==> src/core/sos_defines.vh <==
/*
 Register map, field positions, reset values and timing constants of the
 safety output supervisor. Assumes the includer runs on one 200 MHz clock.
*/
`ifndef SOS_DEFINES_VH
`define SOS_DEFINES_VH

// Register byte addresses on the Wishbone bus
`define SOS_ADR_CTRL    8'h00
`define SOS_ADR_LATCH   8'h04
`define SOS_ADR_OFFDLY  8'h08
`define SOS_ADR_MUTELIM 8'h0C
`define SOS_ADR_FAULT   8'h10
`define SOS_ADR_STATUS  8'h14

// Reset values
`define SOS_CTRL_RST    8'h10
`define SOS_LATCH_RST   4'h0
`define SOS_OFFDLY_RST  16'h0000
`define SOS_MUTELIM_RST 16'h0000

// Control fields
`define SOS_F_MODE      1:0
`define SOS_F_OLATCH    2
`define SOS_F_MUTE      3
`define SOS_F_USED      5:4
`define SOS_F_MUTABLE   7:6

// Fault fields
`define SOS_F_INFLT     3:0
`define SOS_F_OUTFLT    5:4

// Power-up modes
`define SOS_MODE_NORMAL 2'h0
`define SOS_MODE_AUTO   2'h1
`define SOS_MODE_MANUAL 2'h2

// Clock and millisecond tick
`define SOS_CLK_MHZ     200
`define SOS_TICK_US     1000
// Cycles per ms at that clock, sized to the divider so nothing is cut
`define SOS_TICK_CYC    18'h30D40

// Times, in ms unless named otherwise
`define SOS_MS_PER_S       16'h03E8
`define SOS_STARTUP_MS     16'h03E8
`define SOS_AUTO_MAX_S     16'h0007
`define SOS_MANUAL_WAIT_S  16'h000A
`define SOS_MANUAL_WAIT_MS (`SOS_MANUAL_WAIT_S * `SOS_MS_PER_S)
`define SOS_SIMUL_MS       16'h01F4
`define SOS_EDM_MS         16'h0064

`endif

==> src/core/sos_supervisor.v <==
/*
 Safety output supervisor: power-up modes, latch reset, off-delay,
 two-hand control with simultaneity and muting, and indicator drive.
 Assumes pins arrive asynchronously and a classic Wishbone master.
*/
// The Wishbone register port and the register addresses were chosen for this implementation.
`include "sos_defines.vh"

module sos_supervisor #(
	parameter [17:0] TICK_CYC = `SOS_TICK_CYC
) (
	input  wire        clk_i,
	input  wire        rst_i,
	input  wire        wb_cyc_i,
	input  wire        wb_stb_i,
	input  wire        wb_we_i,
	input  wire [7:0]  wb_adr_i,
	input  wire [3:0]  wb_sel_i,
	input  wire [31:0] wb_dat_i,
	output reg  [31:0] wb_dat_o,
	output reg         wb_ack_o,
	input  wire [3:0]  safety_in_i,
	input  wire [1:0]  hand_a_i,
	input  wire [1:0]  hand_b_i,
	input  wire [1:0]  mute_sensor_pair_one_i,
	input  wire        latch_reset_i,
	input  wire        powerup_reset_i,
	input  wire [1:0]  external_device_monitor_i,
	output reg         relay_output_one_o,
	output reg         relay_output_two_o,
	output reg  [3:0]  in_led_green_o,
	output reg  [3:0]  in_led_red_o,
	output reg  [1:0]  out_led_green_o,
	output reg  [1:0]  out_led_red_o
);

	localparam TH_IDLE = 2'h0;   // Both hands released
	localparam TH_ONE  = 2'h1;   // One hand down, window running
	localparam TH_GOOD = 2'h2;   // Valid two-hand start
	localparam TH_BAD  = 2'h3;   // Must release both first

	// Byte-lane merge for 16-bit registers
	function [15:0] sos_merge16;
		input [15:0] old;
		input [15:0] d;
		input [1:0]  sel;
		begin
			sos_merge16 = {sel[1] ? d[15:8] : old[15:8], sel[0] ? d[7:0] : old[7:0]};
		end
	endfunction

	// Pin synchronisers: logic reads s2_r, and s3_r only for edge detection
	reg  [13:0] s1_r;
	reg  [13:0] s2_r;
	reg  [13:0] s3_r;   // Previous s2_r for edge detection
	wire [13:0] raw = {external_device_monitor_i, powerup_reset_i, latch_reset_i,
		mute_sensor_pair_one_i, hand_b_i, hand_a_i, safety_in_i};

	always @(posedge clk_i) begin
		if (rst_i) begin
			s1_r <= 14'h0000;
			s2_r <= 14'h0000;
			s3_r <= 14'h0000;
		end else begin
			s1_r <= raw;
			s2_r <= s1_r;
			s3_r <= s2_r;
		end
	end

	wire [3:0] run_in   = s2_r[3:0];    // High is Run
	wire [1:0] ha       = s2_r[5:4];
	wire [1:0] hb       = s2_r[7:6];
	wire       msp_act  = &s2_r[9:8];   // Whole pair active
	wire       lrst_rise = s2_r[10] & ~s3_r[10];
	wire       prst_rise = s2_r[11] & ~s3_r[11];
	wire [1:0] closed   = s2_r[13:12];  // Relay contacts closed
	wire       run_all  = &run_in;

	// Shared ms tick and blink
	wire tick;
	wire blink;

	sos_tick #(
		.TICK_CYC (TICK_CYC)
	) u_tick (
		.clk_i   (clk_i),
		.rst_i   (rst_i),
		.tick_o  (tick),
		.blink_o (blink)
	);

	// Software registers
	reg  [7:0]  ctrl_r;      // Mode and two-hand setup
	reg  [3:0]  latch_r;     // Inputs with latch reset
	reg  [15:0] offdly_r;    // Off-delay in ms
	reg  [15:0] mutelim_r;   // Mute limit in ms, zero is none
	reg  [5:0]  fault_r;     // Input and relay faults
	wire [1:0]  edm_set;     // Relay mismatch events
	wire        wb_req = wb_cyc_i & wb_stb_i & ~wb_ack_o;
	wire        wb_wr  = wb_req & wb_we_i;
	wire [1:0]  mode   = ctrl_r[`SOS_F_MODE];
	wire [1:0]  used   = ctrl_r[`SOS_F_USED];
	wire [1:0]  mutbl  = ctrl_r[`SOS_F_MUTABLE];

	// Register writes; relay fault bits clear on writing one
	always @(posedge clk_i) begin
		if (rst_i) begin
			ctrl_r    <= `SOS_CTRL_RST;
			latch_r   <= `SOS_LATCH_RST;
			offdly_r  <= `SOS_OFFDLY_RST;
			mutelim_r <= `SOS_MUTELIM_RST;
			fault_r   <= 6'h00;
		end else begin
			if (wb_wr && {wb_adr_i[7:2], 2'h0} == `SOS_ADR_CTRL) begin
				if (wb_sel_i[0]) begin
					ctrl_r <= wb_dat_i[7:0];
				end
			end else if (wb_wr && {wb_adr_i[7:2], 2'h0} == `SOS_ADR_LATCH) begin
				if (wb_sel_i[0]) begin
					latch_r <= wb_dat_i[3:0];
				end
			end else if (wb_wr && {wb_adr_i[7:2], 2'h0} == `SOS_ADR_OFFDLY) begin
				offdly_r <= sos_merge16(offdly_r, wb_dat_i[15:0], wb_sel_i[1:0]);
			end else if (wb_wr && {wb_adr_i[7:2], 2'h0} == `SOS_ADR_MUTELIM) begin
				mutelim_r <= sos_merge16(mutelim_r, wb_dat_i[15:0], wb_sel_i[1:0]);
			end
			// Set beats clear so a mismatch in the clearing cycle survives
			if (wb_wr && {wb_adr_i[7:2], 2'h0} == `SOS_ADR_FAULT && wb_sel_i[0]) begin
				fault_r <= {(fault_r[5:4] & ~wb_dat_i[5:4]) | edm_set, wb_dat_i[3:0]};
			end else begin
				fault_r[5:4] <= fault_r[5:4] | edm_set;
			end
		end
	end

	// Power-up sequencing state
	reg  [15:0] pu_ms_r;     // Ms since reset, saturating
	reg         pu_done_r;   // Startup test over
	reg         man_ok_r;    // Manual power-up reset taken
	reg         latched_r;   // General output held off by a latch
	reg  [15:0] dly_r;       // Off-delay count
	wire        pu_done = pu_ms_r >= `SOS_STARTUP_MS;
	wire        pu_ok   = pu_done_r & (mode == `SOS_MODE_NORMAL ||
		mode == `SOS_MODE_AUTO || man_ok_r);
	wire        lat_use = (|latch_r) | ctrl_r[`SOS_F_OLATCH];
	wire        demand  = pu_ok & run_all & ~latched_r;
	wire        dly_act = relay_output_one_o & ~demand;

	// Power-up timer and mode gate
	always @(posedge clk_i) begin
		if (rst_i) begin
			pu_ms_r   <= 16'h0000;
			pu_done_r <= 1'b0;
			man_ok_r  <= 1'b0;
		end else begin
			if (tick && pu_ms_r < `SOS_MANUAL_WAIT_MS) begin
				pu_ms_r <= pu_ms_r + 16'h0001;
			end
			// Automatic mode enables well inside seven seconds
			pu_done_r <= pu_done;
			// Early presses are ignored: the operator must wait
			if (prst_rise && pu_ms_r >= `SOS_MANUAL_WAIT_MS) begin
				man_ok_r <= 1'b1;
			end
		end
	end

	// Latch: set by stops on latched inputs, power-up in normal mode
	always @(posedge clk_i) begin
		if (rst_i) begin
			latched_r <= 1'b0;
		end else if (pu_done && !pu_done_r && mode == `SOS_MODE_NORMAL && lat_use) begin
			latched_r <= 1'b1;
		end else if ((|(latch_r & ~run_in)) ||
			(ctrl_r[`SOS_F_OLATCH] && relay_output_one_o && !run_all)) begin
			latched_r <= 1'b1;
		end else if (lrst_rise && run_all && !dly_act && pu_ok) begin
			// A reset during the off-delay is ignored
			latched_r <= 1'b0;
		end
	end

	// General output with off-delay; restarts at Run when unlatched
	always @(posedge clk_i) begin
		if (rst_i) begin
			relay_output_one_o <= 1'b0;
			dly_r              <= 16'h0000;
		end else if (demand) begin
			relay_output_one_o <= 1'b1;
			dly_r              <= 16'h0000;
		end else if (relay_output_one_o && dly_r < offdly_r) begin
			if (tick) begin
				dly_r <= dly_r + 16'h0001;
			end
		end else begin
			relay_output_one_o <= 1'b0;
			dly_r              <= 16'h0000;
		end
	end

	// Two-hand control
	reg         mute_r;      // Mute cycle active
	reg  [15:0] mute_ms_r;   // Mute duration
	wire [1:0]  th_good;
	wire        th_kill;
	wire        all_good = (&(th_good | ~used)) & (|used);
	wire        nm_good  = &(th_good | ~used | mutbl);
	wire        mute_exp = (mutelim_r != 16'h0000) && (mute_ms_r >= mutelim_r);
	wire        th_start = pu_ok & all_good & run_all;
	wire        th_keep  = run_all & (mute_r ? (msp_act & ~mute_exp & nm_good) : all_good);

	// Any loss of the output forces every set to re-cycle its hands
	assign th_kill = (relay_output_two_o & ~th_keep) | (~relay_output_two_o & ~run_all);

	genvar g;
	generate
		for (g = 0; g < 2; g = g + 1) begin : th_g
			reg [1:0]  st_r;    // Set state
			reg [15:0] win_r;   // Simultaneity window
			wire       a = ha[g];
			wire       b = hb[g];

			assign th_good[g] = (st_r == TH_GOOD);

			// Starts in TH_BAD so hands must go to Stop after power-up
			always @(posedge clk_i) begin
				if (rst_i) begin
					st_r  <= TH_BAD;
					win_r <= 16'h0000;
				end else if (th_kill) begin
					st_r <= TH_BAD;
				end else begin
					case (st_r)
					TH_IDLE: begin
						win_r <= 16'h0000;
						if (a && b) begin
							st_r <= TH_GOOD;
						end else if (a || b) begin
							st_r <= TH_ONE;
						end
					end
					TH_ONE: begin
						if (!a && !b) begin
							st_r <= TH_IDLE;
						end else if (a && b) begin
							st_r <= TH_GOOD;
						end else if (win_r >= `SOS_SIMUL_MS) begin
							st_r <= TH_BAD;
						end else if (tick) begin
							win_r <= win_r + 16'h0001;
						end
					end
					TH_GOOD: begin
						if (!a || !b) begin
							st_r <= TH_BAD;
						end
					end
					default: begin
						if (!a && !b) begin
							st_r <= TH_IDLE;
						end
					end
					endcase
				end
			end
		end
	endgenerate

	// Two-hand output and its mute cycle
	always @(posedge clk_i) begin
		if (rst_i) begin
			relay_output_two_o <= 1'b0;
			mute_r             <= 1'b0;
			mute_ms_r          <= 16'h0000;
		end else if (!relay_output_two_o) begin
			relay_output_two_o <= th_start;
			mute_r             <= 1'b0;
			mute_ms_r          <= 16'h0000;
		end else if (!th_keep) begin
			relay_output_two_o <= 1'b0;
			mute_r             <= 1'b0;
		end else begin
			// Mute only starts from a held valid start
			if (ctrl_r[`SOS_F_MUTE] && msp_act && all_good) begin
				mute_r <= 1'b1;
			end
			if (mute_r && tick && !mute_exp) begin
				mute_ms_r <= mute_ms_r + 16'h0001;
			end
		end
	end

	// Relay feedback check against the commanded state
	wire [1:0] cmd = {relay_output_two_o, relay_output_one_o};

	generate
		for (g = 0; g < 2; g = g + 1) begin : edm_g
			reg [15:0] mis_r;   // Mismatch duration

			// Contacts get time to settle before a mismatch is a fault
			always @(posedge clk_i) begin
				if (rst_i || cmd[g] == closed[g]) begin
					mis_r <= 16'h0000;
				end else if (tick && mis_r < `SOS_EDM_MS) begin
					mis_r <= mis_r + 16'h0001;
				end
			end

			assign edm_set[g] = (mis_r >= `SOS_EDM_MS);
		end
	endgenerate

	// Indicators: fault blinks red, otherwise green or red by level
	always @(posedge clk_i) begin
		if (rst_i) begin
			in_led_green_o  <= 4'h0;
			in_led_red_o    <= 4'h0;
			out_led_green_o <= 2'h0;
			out_led_red_o   <= 2'h0;
		end else begin
			in_led_green_o  <= run_in & ~fault_r[`SOS_F_INFLT];
			in_led_red_o    <= (fault_r[`SOS_F_INFLT] & {4{blink}}) |
				(~run_in & ~fault_r[`SOS_F_INFLT]);
			out_led_green_o <= closed & ~fault_r[`SOS_F_OUTFLT];
			out_led_red_o   <= (fault_r[`SOS_F_OUTFLT] & {2{blink}}) |
				(~closed & ~fault_r[`SOS_F_OUTFLT]);
		end
	end

	// Wishbone slave: one-cycle ack, unmapped reads return zero
	always @(posedge clk_i) begin
		if (rst_i) begin
			wb_ack_o <= 1'b0;
			wb_dat_o <= 32'h00000000;
		end else begin
			wb_ack_o <= wb_req;
			if (wb_req && {wb_adr_i[7:2], 2'h0} == `SOS_ADR_CTRL) begin
				wb_dat_o <= {24'h000000, ctrl_r};
			end else if (wb_req && {wb_adr_i[7:2], 2'h0} == `SOS_ADR_LATCH) begin
				wb_dat_o <= {28'h0000000, latch_r};
			end else if (wb_req && {wb_adr_i[7:2], 2'h0} == `SOS_ADR_OFFDLY) begin
				wb_dat_o <= {16'h0000, offdly_r};
			end else if (wb_req && {wb_adr_i[7:2], 2'h0} == `SOS_ADR_MUTELIM) begin
				wb_dat_o <= {16'h0000, mutelim_r};
			end else if (wb_req && {wb_adr_i[7:2], 2'h0} == `SOS_ADR_FAULT) begin
				wb_dat_o <= {26'h0000000, fault_r};
			end else if (wb_req && {wb_adr_i[7:2], 2'h0} == `SOS_ADR_STATUS) begin
				wb_dat_o <= {22'h000000, closed, th_good, pu_ok, pu_done_r,
					mute_r, latched_r, relay_output_two_o, relay_output_one_o};
			end else if (wb_req) begin
				wb_dat_o <= 32'h00000000;
			end
		end
	end

endmodule

==> src/core/sos_tick.v <==
/*
 Millisecond tick and indicator blink source for the supervisor.
 Assumes clk_i at 200 MHz and a synchronous active-high reset.
*/
`include "sos_defines.vh"

module sos_tick #(
	parameter [17:0] TICK_CYC = `SOS_TICK_CYC
) (
	input  wire clk_i,
	input  wire rst_i,
	output reg  tick_o,
	output wire blink_o
);

	reg [17:0] div_r;   // Cycle divider
	reg [7:0]  ms_r;    // Free-running ms count

	// Divider: one pulse per ms, shared by every timer of the block
	always @(posedge clk_i) begin
		if (rst_i) begin
			div_r  <= 18'h00000;
			tick_o <= 1'b0;
			ms_r   <= 8'h00;
		end else if (div_r == TICK_CYC - 18'h00001) begin
			div_r  <= 18'h00000;
			tick_o <= 1'b1;
			ms_r   <= ms_r + 8'h01;
		end else begin
			div_r  <= div_r + 18'h00001;
			tick_o <= 1'b0;
		end
	end

	// Blink period of 256 ms, slow enough to read on an indicator
	assign blink_o = ms_r[7];

endmodule

==> config.mk <==
export PLATFORM = sky130hd
export DESIGN_NAME = sos_supervisor
export DESIGN_NICKNAME = d
export VERILOG_FILES = /design/src/core/sos_supervisor.v /design/src/core/sos_tick.v
export VERILOG_INCLUDE_DIRS = /design/src /design/src/core
export SDC_FILE = /design/constraint.sdc
export NUM_CORES = 1
export LEC_CHECK = 0
export BUFFER_PORTS_ARGS = -buffer_cell sky130_fd_sc_hd__clkbuf_2
export CAP_MARGIN = 20
export CORE_ASPECT_RATIO = 1.1
export CORE_UTILIZATION = 50
export CTS_CLUSTER_SIZE = 12
export DETAILED_ROUTE_END_ITERATION = 6
export HOLD_SLACK_MARGIN = 0.1
export PLACE_DENSITY_LB_ADDON = 0.05
export SLEW_MARGIN = 30
export SYNTH_ARGS = -nofsm -noshare
export SYNTH_HDL_FRONTEND = slang
export SYNTH_HIERARCHICAL = 1
export SYNTH_SLANG_ARGS = --single-unit
==> constraint.sdc <==
create_clock -name clk_i -period 2.7 [get_ports clk_i]
set_input_delay 0.54 -clock clk_i [delete_from_list [all_inputs] [get_ports clk_i]]
set_output_delay 0.54 -clock clk_i [all_outputs]
set_load 0.05 [all_outputs]
==> results.py <==
metrics = {
    "outcome": {
        "run_status": "finished, violations left",
        "violations": "negative setup slack",
    },
    "sta": {
        "setup_slack_ps": -6.69,
        "hold_viol": 0,
        "setup_viol": 1,
        "drv_slew": 0,
        "fin_crit_ps": 2710,
        "finalCritPeriodShare_pct": 100,
        "tightest_slew_ps": 875,
        "clock_skew_ps": 18.5,
        "relSlewSlack_pct": 41.5,
        "fin_setup_tns_ps": -6.69,
        "fmax_mhz": 369,
        "rsz0062_at_grt": "yes",
    },
    "logic_synthesis": {
        "synthFlopType": "dfxtp_1",
        "netlist_area_sq_mm": 0.0120,
        "async_reset_ff_share_pct": 0,
        "yosys.area.top_type_share_pct": 43.0,
        "synth.area.top_cells": "dfxtp_1, ha_1, nor2_1",
        "synth.distinct_cells": 79,
        "syn_inst": 1367,
        "yosysTopAreaCell": "dfxtp_1",
        "synth_warnings": 6,
        "ys_ff_latch": 258,
        "synth_edf_count": 0,
        "synth_area_per_cell_sq_um": 8.78,
        "ys_seq_area_share_pct": 43.0,
    },
    "placed_design": {
        "dp_hpwl_um": 20400,
        "placed_area_sq_mm": 0.0129,
        "io_buffers": 73,
        "gp_congestion": 0.844,
    },
    "critical_path": {
        "cp-start-kind": "register",
        "critPathCaptureType": "register",
        "worst_ep_required_time_ps": 3130,
        "cp_max_fo": 8,
        "cp_data_arrival_time_ps": 3130,
        "crit_type": "register to register",
    },
    "clock_tree": {
        "clk_pin_slew_worst_paths_ps": 60,
        "cts_max_level": 1,
        "cts_buffers": 28,
        "cts.sinks": 258,
        "clockRootBuffer": "clkbuf_16",
        "cts_tree": "done",
        "clock_path_buffers": 3,
        "hold_buffers": 0,
        "insertion_delay_ps": 540,
    },
    "layout": {
        "final_cell_mix": "dfxtp_1, nor2_1, nand2_1",
        "syn2layout_area_growth_pct": 17.0,
        "diodes": 0,
        "fin_util_pct": 59.4,
        "drive_gt1_share_pct": 17.1,
        "design_area_sq_mm": 0.0140,
        "fin_nets": 1593,
        "layout_commonest_cell": "dfxtp_1",
    },
    "drt": {
        "drt-pass1-iter-count": 5,
        "routed_via_density": 5.40,
        "ant_nets": 0,
        "drc": 0,
        "drtIter0Drc": 424,
        "vias": 9731,
        "wire_per_inst_um": 15.6,
        "routed_wl_um": 28100,
    },
    "global_routing": {
        "antenna_found_initial": 0,
        "overflow": 0,
        "grt_pass1_vias": 8945,
        "grt_max_degree": 75,
        "grt_usage_pct": 22.5,
        "grt_pass1_wl_um": 44800,
    },
    "power_and_ir_drop": {
        "p_leak_nw": 5.35,
        "power.density_mw_per_mm2": 573,
        "peakVddDrop_v": 0.000414,
    },
    "worst_hold_path": {
        "worstHoldPathType": "primary input to register",
    },
    "floorplanning": {
        "start_util_pct": 50.8,
        "die_area_sq_mm": 0.0246,
        "die_h_um": 165,
        "core_sq_mm": 0.0236,
        "dieWidth_um": 150,
        "ios": 110,
        "rows": 59,
    },
    "flow_run": {
        "cap_viol_max_count": 0,
    },
}
-- worst paths after layout --
path / startpoint / end / cells past startpoint / slack (ps)
worst max register to register: mute_ms_r[0] / mute_ms_r[11] / 9 / -7
worst max-delay path: mute_ms_r[0] / mute_ms_r[11] / 9 / -7
worst min-delay path: hand_a_i[1] / s1_r[5] / 2 / 220
worst min register to register: s1_r[10] / s2_r[10] / 1 / 440
-- kinds of logic after synthesis --
kind of cell / after synthesis / synth area share, %
and+or+nand+nor: 575 / 25.2
DFF: 258 / 43.0
AOI/OAI and AO/OA: 217 / 11.9
buffers and inverters: 151 / 5.52
xor gates and xnor gates: 59 / 4.31
muxes: 55 / 4.66
adders and majority gates: 51 / 5.32
other: 1 / 0.0312
-- registers in the layout (all words and copies together), names as in the netlist, 6 cells and up --
| name | count |
|---|---|
| ctrl_r | 8 |
| mutelim_r | 16 |
| u_tick/div_r | 18 |
| th_g.win_r | 32 |
| wb_dat_o | 16 |
| s2_r | 14 |
| dly_r | 16 |
| offdly_r | 16 |
| edm_g.mis_r | 32 |
| s1_r | 14 |
| fault_r | 6 |
| pu_ms_r | 16 |
| u_tick/ms_r | 8 |
| mute_ms_r | 16 |
-- routing by layer --
layer	wire, um	share of wire (%)	global-route usage, %
met1	13200	47	29.5
met2	13300	47	39.1
met3	1050	3.7	2.85
met4	513	1.8	5.46
met5	0	0	0
-- layout make-up --
cell class,count,area [sq um]
repair buffers,142,902
clock buffers,41,841
inverters,76,285
clock inverters,7,85.1
flip-flops and latches,258,5170
multi-input cells,973,6370
well taps,305,382
fillers,2207,9580
-- critical path, stage by stage, from the launching register on --
cell and delay (ps):
dfxtp_2 320, inv_2 70, ha_4 190, nand2b_4 140, a2111oi_4 400, a2111oi_4 100
o31a_1 270, or4_4 610, o31a_2 350, o21a_1 160
-- through the flow --
stage,hold WS (ps),total power [mW],worst slack (ps),cells
floorplan,414,4.21,76.5,1382
global placement,424,4.31,-25.6,1748
detailed placement,426,4.31,-49.0,1748
CTS,196,8.13,-5.44,1796
global route,214,8.32,-77.7,1802
finish,216,8.05,-6.69,1802
-- report_power, final --
group	total, mW	internal, mW	leakage, nW	switching (mW)
Combinational	0.353	0.0957	2.80	0.257
Clock	3.83	2.32	0.461	1.50
Sequential	3.87	3.85	2.09	0.0225
-- Yosys cell counts, types with 7 or more instances --
library cell / n
a21oi_1: 82
clkbuf_1: 41
nand2_1: 90
and3_1: 44
o31ai_1: 15
nor3_1: 28
o21a_1: 7
inv_1: 76
nand4_1: 31
nor2_2: 11
xnor2_1: 27
or4_1: 14
nand3_1: 58
or3_1: 14
and4_1: 11
nor4_1: 22
buf_2: 10
dfxtp_1: 258
o21ai_0: 36
buf_4: 16
and2_1: 12
nand2b_1: 8
ha_1: 51
nor2b_1: 56
nor2_1: 147
mux2i_1: 48
xor2_1: 32
-- what timing repair did --
action | 4_1_cts | 5_1_grt
resized for setup | 1 | 38
endpoints found under the hold margin | 0 | 0
buffers inserted | 0 | 6
pin swaps | 0 | 18
endpoints found under the setup margin | 4 | 29
No activity file was read; power rests on OpenSTA's default activity.
